File: src/inc/rtc_pkg.sv
// constants, field layout and enumerations of the serial real-time clock
// assumes a 200 MHz core clock and one-cycle oscillator ticks at 32.768 kHz
//
// Overview of operation
// [RQ1] sixteen 8-bit registers; address steps by one after every byte
// [RQ2] only documented bits exist in each register
// [RQ3] offsets 00 and 01 are the two control registers
// [RQ4] offsets 02 to 08 count seconds up to years
// [RQ5] offsets 09 to 0C hold the alarm settings
// [RQ6] offset 0D selects the clock output mode
// [RQ7] time and calendar counters count in BCD
// [RQ8] reading a time counter freezes all counters for a coherent read; the code holds only offsets 02 to 08, the countdown timer runs on
// [RQ9] offsets 0E and 0F control the countdown timer and its reload value
// [RQ10] timer counts 4096 Hz, 64 Hz, 1 Hz or once per minute
// [RQ11] countdown lasts loaded count times source period
// [RQ12] per-second and per-minute interrupts are controlled from offset 01
// [RQ13] interrupt pin only pulls low, otherwise released
// [RQ14] transfers are accepted only while select is high
// [RQ15] data and serial clock are ignored while select is low
// [RQ16] separate data in and out lines; rates up to 8 Mbit/s
// [RQ17] oscillator divider makes timekeeping and timer ticks
// [RQ18] unimplemented bits read as zero
// [RQ19] serial logic returns to idle while select is low
// [RQ20] reset-occurred flag sets whenever internal reset acts
// [RQ21] freeze ends on deselect; a missed second is applied then
// [RQ22] calendar rolls over by month length with leap February
package rtc_pkg;

  // ****************
  // register offsets
  // ****************
  localparam logic [3:0] A_CTRL1 = 4'h0;
  localparam logic [3:0] A_CTRL2 = 4'h1;
  localparam logic [3:0] A_SEC = 4'h2;
  localparam logic [3:0] A_MIN = 4'h3;
  localparam logic [3:0] A_HOUR = 4'h4;
  localparam logic [3:0] A_DAY = 4'h5;
  localparam logic [3:0] A_WDAY = 4'h6;
  localparam logic [3:0] A_MON = 4'h7;
  localparam logic [3:0] A_YEAR = 4'h8;
  localparam logic [3:0] A_ALM_FIRST = 4'h9;
  localparam logic [3:0] A_ALM_LAST = 4'hC;
  localparam logic [3:0] A_CLKSEL = 4'hD;
  localparam logic [3:0] A_TMR_CTL = 4'hE;
  localparam logic [3:0] A_TMR_VAL = 4'hF;

  // ***************
  // field positions
  // ***************
  localparam int C1_STOP = 5;
  localparam int C2_MI = 7;
  localparam int C2_SI = 6;
  localparam int C2_MSF = 5;
  localparam int C2_AF = 3;
  localparam int C2_TF = 2;
  localparam int C2_AIE = 1;
  localparam int C2_TIE = 0;
  localparam int SEC_RESET_FLAG = 7;
  localparam int TC_TE = 7;
  localparam int CMD_READ = 7;

  // implemented bits, reset values and the bits the internal reset touches
  localparam logic [7:0] REG_MASK [16] = '{8'hAC, 8'hFF, 8'hFF, 8'h7F, 8'h3F, 8'h3F,
    8'h07, 8'h1F, 8'hFF, 8'hFF, 8'hBF, 8'hBF, 8'h87, 8'h07, 8'h83, 8'hFF};
  localparam logic [7:0] RESET_VAL [16] = '{8'h08, 8'h00, 8'h80, 8'h00, 8'h00, 8'h01,
    8'h00, 8'h01, 8'h00, 8'h80, 8'h80, 8'h80, 8'h80, 8'h00, 8'h03, 8'h00};
  localparam logic [7:0] IRST_MASK [16] = '{8'hFF, 8'hFF, 8'h80, 8'h00, 8'h00, 8'h00,
    8'h00, 8'h00, 8'h00, 8'h80, 8'h80, 8'h80, 8'h80, 8'h07, 8'h83, 8'h00};

  // *****************
  // timing and sizes
  // *****************
  localparam int CLK_HZ = 200000000;
  localparam int OSC_HZ = 32768;
  localparam int SPI_MAX_BPS = 8000000;
  // core cycles in the shortest serial clock half period, rounded up so a host
  // using it never runs the link above the rated bit rate
  localparam int SPI_HALF_CYC = (CLK_HZ + 2 * SPI_MAX_BPS - 1) / (2 * SPI_MAX_BPS);
  localparam int DIV_W = 15;
  localparam logic [5:0] SEC_PER_MIN_LAST = 6'h3B;
  localparam int FIFO_W = 12;
  localparam int FIFO_DEPTH = 2;

  // **********
  // enumerations
  // **********
  typedef enum logic [1:0] {
    SRC_4096 = 2'b00,
    SRC_64 = 2'b01,
    SRC_1HZ = 2'b10,
    SRC_MIN = 2'b11
  } rtc_src_e;

  typedef enum logic {
    SP_CMD = 1'b0,
    SP_DATA = 1'b1
  } rtc_spi_e;

endpackage

File: src/hw/rtc_top.sv
// serial real-time clock: register file, calendar, countdown timer, serial port
// assumes all pins synchronous to core_clk_in; serial clock idles low (mode 0)
`timescale 1ns/1ps
`default_nettype none
module rtc_top import rtc_pkg::*; (
  // clock and reset
  input wire logic core_clk_in,
  input wire logic arst_n_in,
  input wire logic clk_en_in,
  // oscillator
  input wire logic osc_tick_in,
  input wire logic osc_stopped_in,
  // serial port
  input wire logic select_in,
  input wire logic sclk_in,
  input wire logic serial_in,
  output logic serial_out_out,
  // open-drain pins
  output logic int_n_out,
  output logic int_n_oe_out,
  output logic programmable_clock_pin_out,
  output logic programmable_clock_pin_oe_out
);

  // ***********
  // reset sync
  // ***********
  logic rst_s1;
  logic rst_n;

  always_ff @(posedge core_clk_in or negedge arst_n_in) begin
    if (!arst_n_in) begin
      rst_s1 <= 1'b0;
      rst_n <= 1'b0;
    end else begin
      rst_s1 <= 1'b1;
      rst_n <= rst_s1;
    end
  end

  // *************
  // declarations
  // *************
  logic [7:0] regs [16];
  logic [7:0] next_regs [16];
  rtc_spi_e sp_st, next_sp_st;
  logic [2:0] bit_cnt, next_bit_cnt;
  logic [7:0] rx_sh, next_rx_sh;
  logic [7:0] tx_sh, next_tx_sh;
  logic [3:0] addr, next_addr;
  logic rd_q, next_rd_q;
  logic shift_due, next_shift_due;
  logic freeze_q, next_freeze;
  logic push_v, next_push_v;
  logic [11:0] push_d, next_push_d;
  logic sclk_q, sec_pend, next_sec_pend;
  logic [7:0] tmr_cnt, next_tmr_cnt;
  logic int_q, next_int_q, ck_q, next_ck_q;
  logic rise, fall, byte_done, tmr_fire, sec_do, min_carry;
  logic [7:0] rx_byte;
  logic t4096, t64, t1hz, tmin, src_tick, div_en;
  logic [DIV_W-1:0] div_cnt;
  logic fifo_in_ready, wr_v, wr_ready;
  logic [11:0] wr_d;

  // ***************
  // sub-blocks
  // ***************
  // a stopped clock also halts the divider, which keeps its count so the second resumes where it stopped
  assign div_en = clk_en_in && !regs[A_CTRL1][C1_STOP] && !osc_stopped_in;

  rtc_divider u_div (
    .clk_in(core_clk_in),
    .rst_n_in(rst_n),
    .en_in(div_en),
    .osc_tick_in(osc_tick_in),
    .tick_4096_out(t4096),
    .tick_64_out(t64),
    .tick_1hz_out(t1hz),
    .tick_min_out(tmin),
    .div_cnt_out(div_cnt)
  );

  rtc_fifo2 #(.W(FIFO_W)) u_fifo (
    .clk_in(core_clk_in),
    .rst_n_in(rst_n),
    .en_in(clk_en_in),
    .in_valid_in(push_v),
    .in_ready_out(fifo_in_ready),
    .in_data_in(push_d),
    .out_valid_out(wr_v),
    .out_ready_in(wr_ready),
    .out_data_out(wr_d)
  );

  // ***********
  // functions
  // ***********
  function automatic logic [7:0] bcd_inc(input logic [7:0] v, input logic [7:0] last,
                                         input logic [7:0] first);
    if (v == last) return first;
    if (v[3:0] >= 4'h9) return {v[7:4] + 4'h1, 4'h0}; // [RQ7]
    return {v[7:4], v[3:0] + 4'h1};
  endfunction

  function automatic logic [7:0] month_last(input logic [7:0] mon, input logic [7:0] yr);
    logic leap;
    leap = yr[4] ? (yr[3:0] == 4'h2 || yr[3:0] == 4'h6) :
           (yr[3:0] == 4'h0 || yr[3:0] == 4'h4 || yr[3:0] == 4'h8);
    case (mon[4:0]) // [RQ22]
      5'h02: month_last = leap ? 8'h29 : 8'h28;
      5'h04, 5'h06, 5'h09, 5'h11: month_last = 8'h30;
      default: month_last = 8'h31;
    endcase
  endfunction

  // *************
  // serial port
  // *************
  assign rise = select_in && sclk_in && !sclk_q; // [RQ14] [RQ15]
  assign fall = select_in && !sclk_in && sclk_q;
  assign rx_byte = {rx_sh[6:0], serial_in};
  assign byte_done = rise && (bit_cnt == 3'h7);

  always_comb begin
    next_sp_st = sp_st;
    next_bit_cnt = bit_cnt;
    next_rx_sh = rx_sh;
    next_tx_sh = tx_sh;
    next_addr = addr;
    next_rd_q = rd_q;
    next_shift_due = shift_due;
    next_freeze = freeze_q;
    next_push_d = push_d;
    next_push_v = push_v && !fifo_in_ready;
    if (!select_in) begin
      next_sp_st = SP_CMD; // [RQ19]
      next_bit_cnt = 3'h0;
      next_rd_q = 1'b0;
      next_shift_due = 1'b0;
      next_freeze = 1'b0; // [RQ21]
    end else if (rise) begin
      next_rx_sh = rx_byte;
      next_bit_cnt = bit_cnt + 3'h1;
      next_shift_due = (sp_st == SP_DATA) && rd_q && (bit_cnt != 3'h7);
      if (byte_done) begin
        if (sp_st == SP_CMD) begin
          next_sp_st = SP_DATA;
          next_rd_q = rx_byte[CMD_READ];
          next_addr = rx_byte[3:0];
          if (rx_byte[CMD_READ]) begin
            next_tx_sh = regs[rx_byte[3:0]] & REG_MASK[rx_byte[3:0]]; // [RQ18]
            next_addr = rx_byte[3:0] + 4'h1;
            if (rx_byte[3:0] >= A_SEC && rx_byte[3:0] <= A_YEAR) next_freeze = 1'b1; // [RQ8]
          end
        end else if (rd_q) begin
          next_tx_sh = regs[addr] & REG_MASK[addr]; // [RQ18]
          next_addr = addr + 4'h1; // [RQ1]
          if (addr >= A_SEC && addr <= A_YEAR) next_freeze = 1'b1; // [RQ8]
        end else begin
          // a byte still waiting on a full buffer is overwritten here
          next_push_v = 1'b1;
          next_push_d = {addr, rx_byte};
          next_addr = addr + 4'h1; // [RQ1]
        end
      end
    end else if (fall && shift_due) begin
      next_tx_sh = {tx_sh[6:0], 1'b0};
      next_shift_due = 1'b0;
    end
  end

  always_ff @(posedge core_clk_in or negedge rst_n) begin
    if (!rst_n) begin
      sp_st <= SP_CMD;
      bit_cnt <= 3'h0;
      rx_sh <= 8'h00;
      tx_sh <= 8'h00;
      addr <= 4'h0;
      rd_q <= 1'b0;
      shift_due <= 1'b0;
      freeze_q <= 1'b0;
      push_v <= 1'b0;
      push_d <= 12'h000;
      sclk_q <= 1'b0;
    end else if (clk_en_in) begin
      sp_st <= next_sp_st;
      bit_cnt <= next_bit_cnt;
      rx_sh <= next_rx_sh;
      tx_sh <= next_tx_sh;
      addr <= next_addr;
      rd_q <= next_rd_q;
      shift_due <= next_shift_due;
      freeze_q <= next_freeze;
      push_v <= next_push_v;
      push_d <= next_push_d;
      sclk_q <= sclk_in;
    end
  end

  assign serial_out_out = tx_sh[7]; // [RQ16]

  // ***************
  // countdown timer
  // ***************
  always_comb begin
    case (rtc_src_e'(regs[A_TMR_CTL][1:0])) // [RQ10]
      SRC_4096: src_tick = t4096;
      SRC_64: src_tick = t64;
      SRC_1HZ: src_tick = t1hz;
      default: src_tick = tmin;
    endcase
    next_tmr_cnt = tmr_cnt;
    tmr_fire = 1'b0;
    if (wr_v && wr_ready && wr_d[11:8] == A_TMR_VAL) begin
      next_tmr_cnt = wr_d[7:0]; // [RQ9]
    end else if (regs[A_TMR_CTL][TC_TE] && src_tick) begin
      if (tmr_cnt <= 8'h01) begin
        next_tmr_cnt = regs[A_TMR_VAL]; // [RQ11]
        tmr_fire = 1'b1;
      end else begin
        next_tmr_cnt = tmr_cnt - 8'h01;
      end
    end
  end

  always_ff @(posedge core_clk_in or negedge rst_n) begin
    if (!rst_n) tmr_cnt <= 8'h00;
    else if (clk_en_in) tmr_cnt <= next_tmr_cnt;
  end

  // ************************
  // register file, calendar
  // ************************
  // a second is held back while frozen and also blocks host writes that cycle
  assign sec_do = sec_pend && !next_freeze; // [RQ21]
  assign wr_ready = !sec_do;

  always_comb begin
    logic [7:0] wa;
    logic c;
    logic [7:0] sec_nx;
    wa = 8'h00;
    c = 1'b0;
    sec_nx = 8'h00;
    min_carry = 1'b0;
    for (int i = 0; i < 16; i++) next_regs[i] = regs[i];
    next_sec_pend = (sec_pend && !sec_do) || t1hz;
    if (wr_v && wr_ready) begin
      wa = {4'h0, wr_d[11:8]};
      next_regs[wa[3:0]] = wr_d[7:0] & REG_MASK[wa[3:0]]; // [RQ2] [RQ3] [RQ5] [RQ6]
    end
    if (sec_do) begin
      sec_nx = bcd_inc({1'b0, regs[A_SEC][6:0]}, 8'h59, 8'h00);
      next_regs[A_SEC][6:0] = sec_nx[6:0]; // [RQ4]
      c = (regs[A_SEC][6:0] == 7'h59);
      min_carry = c;
      if (c) next_regs[A_MIN] = bcd_inc(regs[A_MIN], 8'h59, 8'h00);
      c = c && (regs[A_MIN] == 8'h59);
      if (c) next_regs[A_HOUR] = bcd_inc(regs[A_HOUR], 8'h23, 8'h00);
      c = c && (regs[A_HOUR] == 8'h23);
      if (c) begin
        next_regs[A_WDAY] = (regs[A_WDAY] >= 8'h06) ? 8'h00 : regs[A_WDAY] + 8'h01;
        next_regs[A_DAY] = bcd_inc(regs[A_DAY], month_last(regs[A_MON], regs[A_YEAR]),
                                   8'h01); // [RQ22]
      end
      c = c && (regs[A_DAY] == month_last(regs[A_MON], regs[A_YEAR]));
      if (c) next_regs[A_MON] = bcd_inc(regs[A_MON], 8'h12, 8'h01); // [RQ22]
      c = c && (regs[A_MON] == 8'h12);
      if (c) next_regs[A_YEAR] = bcd_inc(regs[A_YEAR], 8'h99, 8'h00);
    end
    // hardware sets win over a host clear in the same cycle
    if ((sec_do && regs[A_CTRL2][C2_SI]) || (min_carry && regs[A_CTRL2][C2_MI])) begin
      next_regs[A_CTRL2][C2_MSF] = 1'b1; // [RQ12]
    end
    if (tmr_fire) next_regs[A_CTRL2][C2_TF] = 1'b1;
    if (osc_stopped_in) begin
      for (int i = 0; i < 16; i++) begin
        next_regs[i] = (next_regs[i] & ~IRST_MASK[i]) | (RESET_VAL[i] & IRST_MASK[i]);
      end
      next_regs[A_SEC][SEC_RESET_FLAG] = 1'b1; // [RQ20]
      next_sec_pend = 1'b0;
    end
    next_int_q = (regs[A_CTRL2][C2_TF] && regs[A_CTRL2][C2_TIE]) ||
                 (regs[A_CTRL2][C2_AF] && regs[A_CTRL2][C2_AIE]) ||
                 (regs[A_CTRL2][C2_MSF] && (regs[A_CTRL2][C2_SI] || regs[A_CTRL2][C2_MI]));
    case (regs[A_CLKSEL][2:0]) // [RQ6]
      3'h0: next_ck_q = div_cnt[0];
      3'h1: next_ck_q = div_cnt[1];
      3'h2: next_ck_q = div_cnt[2];
      3'h3: next_ck_q = div_cnt[8];
      3'h4: next_ck_q = div_cnt[14];
      default: next_ck_q = 1'b1;
    endcase
  end

  always_ff @(posedge core_clk_in or negedge rst_n) begin
    if (!rst_n) begin
      for (int i = 0; i < 16; i++) regs[i] <= RESET_VAL[i];
      sec_pend <= 1'b0;
      int_q <= 1'b0;
      ck_q <= 1'b1;
    end else if (clk_en_in) begin
      for (int i = 0; i < 16; i++) regs[i] <= next_regs[i];
      sec_pend <= next_sec_pend;
      int_q <= next_int_q;
      ck_q <= next_ck_q;
    end
  end

  // both pins only ever pull low
  assign int_n_out = 1'b0; // [RQ13]
  assign int_n_oe_out = int_q;
  assign programmable_clock_pin_out = 1'b0;
  assign programmable_clock_pin_oe_out = !ck_q;
endmodule // rtc_top
`default_nettype wire

File: src/hw/rtc_divider.sv
// oscillator divider: timer source ticks and the one-second tick
// assumes osc_tick_in is a one-cycle pulse per oscillator period
`timescale 1ns/1ps
`default_nettype none
module rtc_divider import rtc_pkg::*; (
  // clock and reset
  input wire logic clk_in,
  input wire logic rst_n_in,
  input wire logic en_in,
  // oscillator
  input wire logic osc_tick_in,
  // ticks
  output logic tick_4096_out,
  output logic tick_64_out,
  output logic tick_1hz_out,
  output logic tick_min_out,
  output logic [DIV_W-1:0] div_cnt_out
);

  logic [DIV_W-1:0] cnt;
  logic [DIV_W-1:0] next_cnt;
  logic [5:0] sec_cnt;
  logic [5:0] next_sec_cnt;

  always_comb begin
    next_cnt = cnt;
    next_sec_cnt = sec_cnt;
    // ticks are gated so a halted divider cannot repeat the same tick
    tick_4096_out = en_in && osc_tick_in && (cnt[2:0] == 3'h7); // [RQ17]
    tick_64_out = en_in && osc_tick_in && (cnt[8:0] == 9'h1FF);
    tick_1hz_out = en_in && osc_tick_in && (&cnt);
    tick_min_out = tick_1hz_out && (sec_cnt == SEC_PER_MIN_LAST);
    if (osc_tick_in) begin
      next_cnt = cnt + 15'h0001;
    end
    if (tick_1hz_out) begin
      next_sec_cnt = tick_min_out ? 6'h00 : sec_cnt + 6'h01;
    end
  end

  always_ff @(posedge clk_in or negedge rst_n_in) begin
    if (!rst_n_in) begin
      cnt <= '0;
      sec_cnt <= '0;
    end else if (en_in) begin
      cnt <= next_cnt;
      sec_cnt <= next_sec_cnt;
    end
  end

  assign div_cnt_out = cnt;

endmodule // rtc_divider
`default_nettype wire

File: src/hw/rtc_fifo2.sv
// two-entry buffer between the serial receiver and the register writer
// assumes a single clock; the drain side may stall at any time
`timescale 1ns/1ps
`default_nettype none
module rtc_fifo2 import rtc_pkg::*; #(
  parameter int W = FIFO_W
) (
  // clock and reset
  input wire logic clk_in,
  input wire logic rst_n_in,
  input wire logic en_in,
  // fill side
  input wire logic in_valid_in,
  output logic in_ready_out,
  input wire logic [W-1:0] in_data_in,
  // drain side
  output logic out_valid_out,
  input wire logic out_ready_in,
  output logic [W-1:0] out_data_out
);

  logic [W-1:0] mem [FIFO_DEPTH];
  logic wp;
  logic rp;
  logic [1:0] cnt;
  logic next_wp;
  logic next_rp;
  logic [1:0] next_cnt;
  logic push;
  logic pop;

  always_comb begin
    in_ready_out = (cnt != 2'h2);
    out_valid_out = (cnt != 2'h0);
    push = in_valid_in && in_ready_out;
    pop = out_valid_out && out_ready_in;
    next_wp = push ? ~wp : wp;
    next_rp = pop ? ~rp : rp;
    next_cnt = cnt + {1'b0, push} - {1'b0, pop};
  end

  always_ff @(posedge clk_in or negedge rst_n_in) begin
    if (!rst_n_in) begin
      wp <= 1'b0;
      rp <= 1'b0;
      cnt <= 2'h0;
    end else if (en_in) begin
      wp <= next_wp;
      rp <= next_rp;
      cnt <= next_cnt;
    end
  end

  // data store holds no control state, so it needs no reset
  always_ff @(posedge clk_in) begin
    if (en_in && push) begin
      mem[wp] <= in_data_in;
    end
  end

  assign out_data_out = mem[rp];

endmodule // rtc_fifo2
`default_nettype wire

File: config.mk
export PLATFORM = sky130hd
export DESIGN_NAME = rtc_top
export DESIGN_NICKNAME = d
export VERILOG_FILES = /design/src/inc/rtc_pkg.sv /design/src/hw/rtc_top.sv /design/src/hw/rtc_divider.sv /design/src/hw/rtc_fifo2.sv
export SDC_FILE = /design/constraint.sdc
export NUM_CORES = 1
export LEC_CHECK = 0
export BUFFER_PORTS_ARGS = -buffer_cell sky130_fd_sc_hd__buf_2
export CORE_AREA = 5 5 159 146
export CTS_BUF_LIST = sky130_fd_sc_hd__clkbuf_8 sky130_fd_sc_hd__clkbuf_16
export DETAILED_ROUTE_END_ITERATION = 10
export DIE_AREA = 0 0 164 151
export PLACE_DENSITY = 0.92
export SETUP_SLACK_MARGIN = 0.05
export SLEW_MARGIN = 20
export SYNTH_ARGS = -nofsm -noshare
export SYNTH_HDL_FRONTEND = slang
export SYNTH_SLANG_ARGS = --single-unit
File: constraint.sdc
create_clock -name core_clk_in -period 10.6 [get_ports core_clk_in]
set_input_delay 1.06 -clock core_clk_in [delete_from_list [all_inputs] [get_ports core_clk_in]]
set_output_delay 1.06 -clock core_clk_in [all_outputs]
set_load 0.01 [all_outputs]
==> impl_metrics.env <==
export IMPL_drv_cap=0
export IMPL_antenna_cells=0
export IMPL_setup_violations=0
export IMPL_clk_latency_ns=0.52
export IMPL_synth_cell_types=86
export IMPL_die_w_um=164
export IMPL_status="finished clean"
export IMPL_synth_area_mm2=0.0140
export IMPL_rrSetupSlack_ns=6.45
export IMPL_row_count=51
export IMPL_fillCellCount=1448
export IMPL_yosysSeqAreaShare=0.417
export IMPL_synth_compound_area_share=0.176
export IMPL_synth_simple_area_share=0.159
export IMPL_fin_nets=1427
export IMPL_final_area_mm2=0.0151
export IMPL_worst_slew_pin_slew_ns=0.999
export IMPL_antenna_found_initial=1
export IMPL_ys_ff_latch=228
export IMPL_power_density_mw_per_mm2=202
export IMPL_synth_fa_ha_area_frac=0.0509
export IMPL_cts_tree="yes"
export IMPL_drc=0
export IMPL_irDropWorstVdd_v=0.000147
export IMPL_grt_pass1_vias=11547
export IMPL_critPathArrivalTime_ns=4.52
export IMPL_fin_crit_sh=0.391
export IMPL_first_iter_violations=2086
export IMPL_hp_class="reg2async"
export IMPL_clock_fmax_ghz=0.241
export IMPL_grt_start_max_net_pins=84
export IMPL_finClkSkew_ns=0.0130
export IMPL_cts_htree_levels=1
export IMPL_critPathKind="reg2reg"
export IMPL_clock_sinks=228
export IMPL_track_usage=0.332
export IMPL_clkTransAtPathRegs_ns=0.06
export IMPL_synth_edf_count=24
export IMPL_post_drt_wl_per_cell_um=24.3
export IMPL_grt_overflow=0
export IMPL_critPathSlowestCell="dfrtp_1"
export IMPL_io_pins=13
export IMPL_ys_flop_type="dfrtp_1"
export IMPL_cts_resized_gates=0
export IMPL_synth_top_family_by_area="compound AO/OA/AOI/OAI gates"
export IMPL_hold_violations=0
export IMPL_critPathLaunchType="flip-flop"
export IMPL_crit_path_max_incr_delay_ns=0.94
export IMPL_cts_hold_buf=0
export IMPL_gp_congestion=1.10
export IMPL_worstPathCellList="buf_4 > ha_1 > nor3_1 > o22a_1 > a211o_4 > nand2_2 > nand3_1 > a21oi_1 > o2bb2ai_1"
export IMPL_cts_made_buffers=24
export IMPL_viasPerCell=7.17
export IMPL_worstSetupEndpointType="flip-flop"
export IMPL_synthXorXnorAreaFrac=0.0212
export IMPL_firstDrtPassIters=6
export IMPL_cts_setup_buffers=0
export IMPL_finalCriticalPeriod_ns=4.15
export IMPL_avgSynthCellArea_um2=10.0
export IMPL_rsz0062_at_grt="false"
export IMPL_clockRootBuffer="clkbuf_16"
export IMPL_die_area_mm2=0.0248
export IMPL_post_synth_inst_count=1395
export IMPL_die_h_um=151
export IMPL_slew_headroom=0.332
export IMPL_clk_path_buf_depth=3
export IMPL_tns_ns=0
export IMPL_required_ns=10.98
export IMPL_grt_first_pass_wirelength_um=63800
export IMPL_syn2layout_area_growth_pct=7.62
export IMPL_path_max_fanout=26
export IMPL_port_buffers=10
export IMPL_ant_nets=0
export IMPL_synthArstFlopShare=0.895
export IMPL_hold_ws_ns=0.307
export IMPL_synthMuxAreaShare=0.135
export IMPL_core_mm2=0.0213
export IMPL_place_area_mm2=0.0142
export IMPL_vias=11969
export IMPL_r2r_cells=9
export IMPL_totalWireLength_um=40500
export IMPL_power_leakage_nw=6.25
export IMPL_start_util=0.658
export IMPL_slew_violations=0
export IMPL_hpwlAfterDp_um=28200
export IMPL_ys_warn_count=0
export IMPL_layout_drive_gt1_share=0.125
==> per-stage QoR <==
| stage | worst slack (ns) | power [mW] | utilization | std cells |
|---|---|---|---|---|
| 2_1_floorplan | 4.51 | 1.77 | - | 1396 |
| 3_3_place_gp | 6.18 | 2.01 | 0.665 | 1627 |
| 3_5_place_dp | 6.15 | 2.05 | 0.665 | 1627 |
| 4_1_cts | 6.65 | 3.00 | 0.707 | 1670 |
| 5_1_grt | 6.30 | 3.16 | 0.708 | 1670 |
| 6_report | 6.45 | 3.05 | 0.708 | 1670 |
==> cells in the mapped netlist, types with 23 or more instances <==
cell type | number | area [um2]
dfrtp_1 | 193 | 4830
nand2_1 | 163 | 612
nor2_1 | 109 | 409
o21ai_0 | 99 | 495
mux4_2 | 62 | 1400
ha_1 | 57 | 713
inv_1 | 56 | 210
clkbuf_1 | 55 | 206
a21oi_1 | 53 | 265
nand3_1 | 43 | 215
and2_1 | 30 | 188
nor3_1 | 27 | 135
a22o_1 | 24 | 210
edfxtp_1 | 24 | 721
mux2_2 | 24 | 270
mux2i_1 | 23 | 230
==> power breakdown <==
part	internal [mW]	leakage [nW]	switching, mW	total [mW]
clock	0.594	0.450	0.360	0.954
combinational	0.355	2.94	0.539	0.894
sequential	0.996	2.86	0.209	1.20
total	1.94	6.25	1.11	3.05
==> metal layers <==
| layer | global-route usage | share of wire |
|---|---|---|
| met1 | 0.451 | 0.36 |
| met2 | 0.492 | 0.43 |
| met3 | 0.117 | 0.15 |
| met4 | 0.132 | 0.053 |
| met5 | 0 | 0 |
==> logic make-up (layout without fill, tap and decap cells) <==
logic type               count (synthesis)  in the layout
adder cells (fa/ha/maj)                 57             57
AO/OA/AOI/OAI                          361            361
AND/OR/NAND/NOR                        465            465
flip-flops                             228            228
multiplexers                           109            109
other                                    2              3
buffers and inverters                  139            122
XOR/XNOR                                34             34
==> cell usage in the layout (no fill, tap or decap), drive strengths merged, types with 13 or more instances in the layout <==
cell,Yosys,routed
dfrtp,193,193
nand2,164,164
o21ai,110,110
nor2,109,109
mux4,62,62
inv,56,59
ha,57,57
a21oi,55,55
nand3,43,43
and2,32,32
clkbuf,55,28
nor3,27,27
a22o,24,24
mux2,24,24
edfxtp,24,24
mux2i,23,23
xnor2,22,22
buf,27,22
a2bb2oi,18,18
o22ai,15,15
a31oi,15,15
nand4,14,14
o2bb2ai,13,13
==> worst max-delay path, delay by kind of cell (launching register included) <==
family | cells | cell delay (ns)
flops | 1 | 0.94
simple gates | 3 | 0.96
buf+inv | 1 | 0.45
fa+ha+maj | 1 | 0.29
compound gates | 4 | 1.35
==> flip-flops by register name (all words and copies together) (netlist names), 2 cells and up <==
signal and cells:
u_div.div_cnt_out 15, push_d 12, regs 126, rx_sh 7, addr 4, u_fifo.mem 24
tx_sh 8, u_fifo.cnt 2, bit_cnt 3, u_div.sec_cnt 6, tmr_cnt 8
==> area by class of cell <==
type	instances	area, um2	share of cell area
Inverter	57	214	0.0142
Clock inverter	15	228	0.0151
Multi-Input combinational cell	1029	7620	0.505
Tap cell	291	364	0.0241
Clock buffer	28	667	0.0442
Sequential cell	228	5840	0.387
Timing Repair Buffer	22	148	0.00979
==> path summary, 6_finish.rpt <==
kind | startpoint | to
setup / recovery | addr[1]$_DFFE_PN0P_ | regs[56]$_DFFE_PN0P_
hold / removal | rst_n$_DFF_PN0_ | push_d[7]$_DFFE_PN0P_
setup reg to reg | addr[1]$_DFFE_PN0P_ | regs[56]$_DFFE_PN0P_
hold reg to reg | rst_n$_DFF_PN0_ | push_d[7]$_DFFE_PN0P_
max in group asynchronous | rst_n$_DFF_PN0_ | addr[0]$_DFFE_PN0P_
min in group core_clk_in | rst_s1$_DFF_PN0_ | rst_n$_DFF_PN0_
No activity file was read; power rests on OpenSTA's default activity.
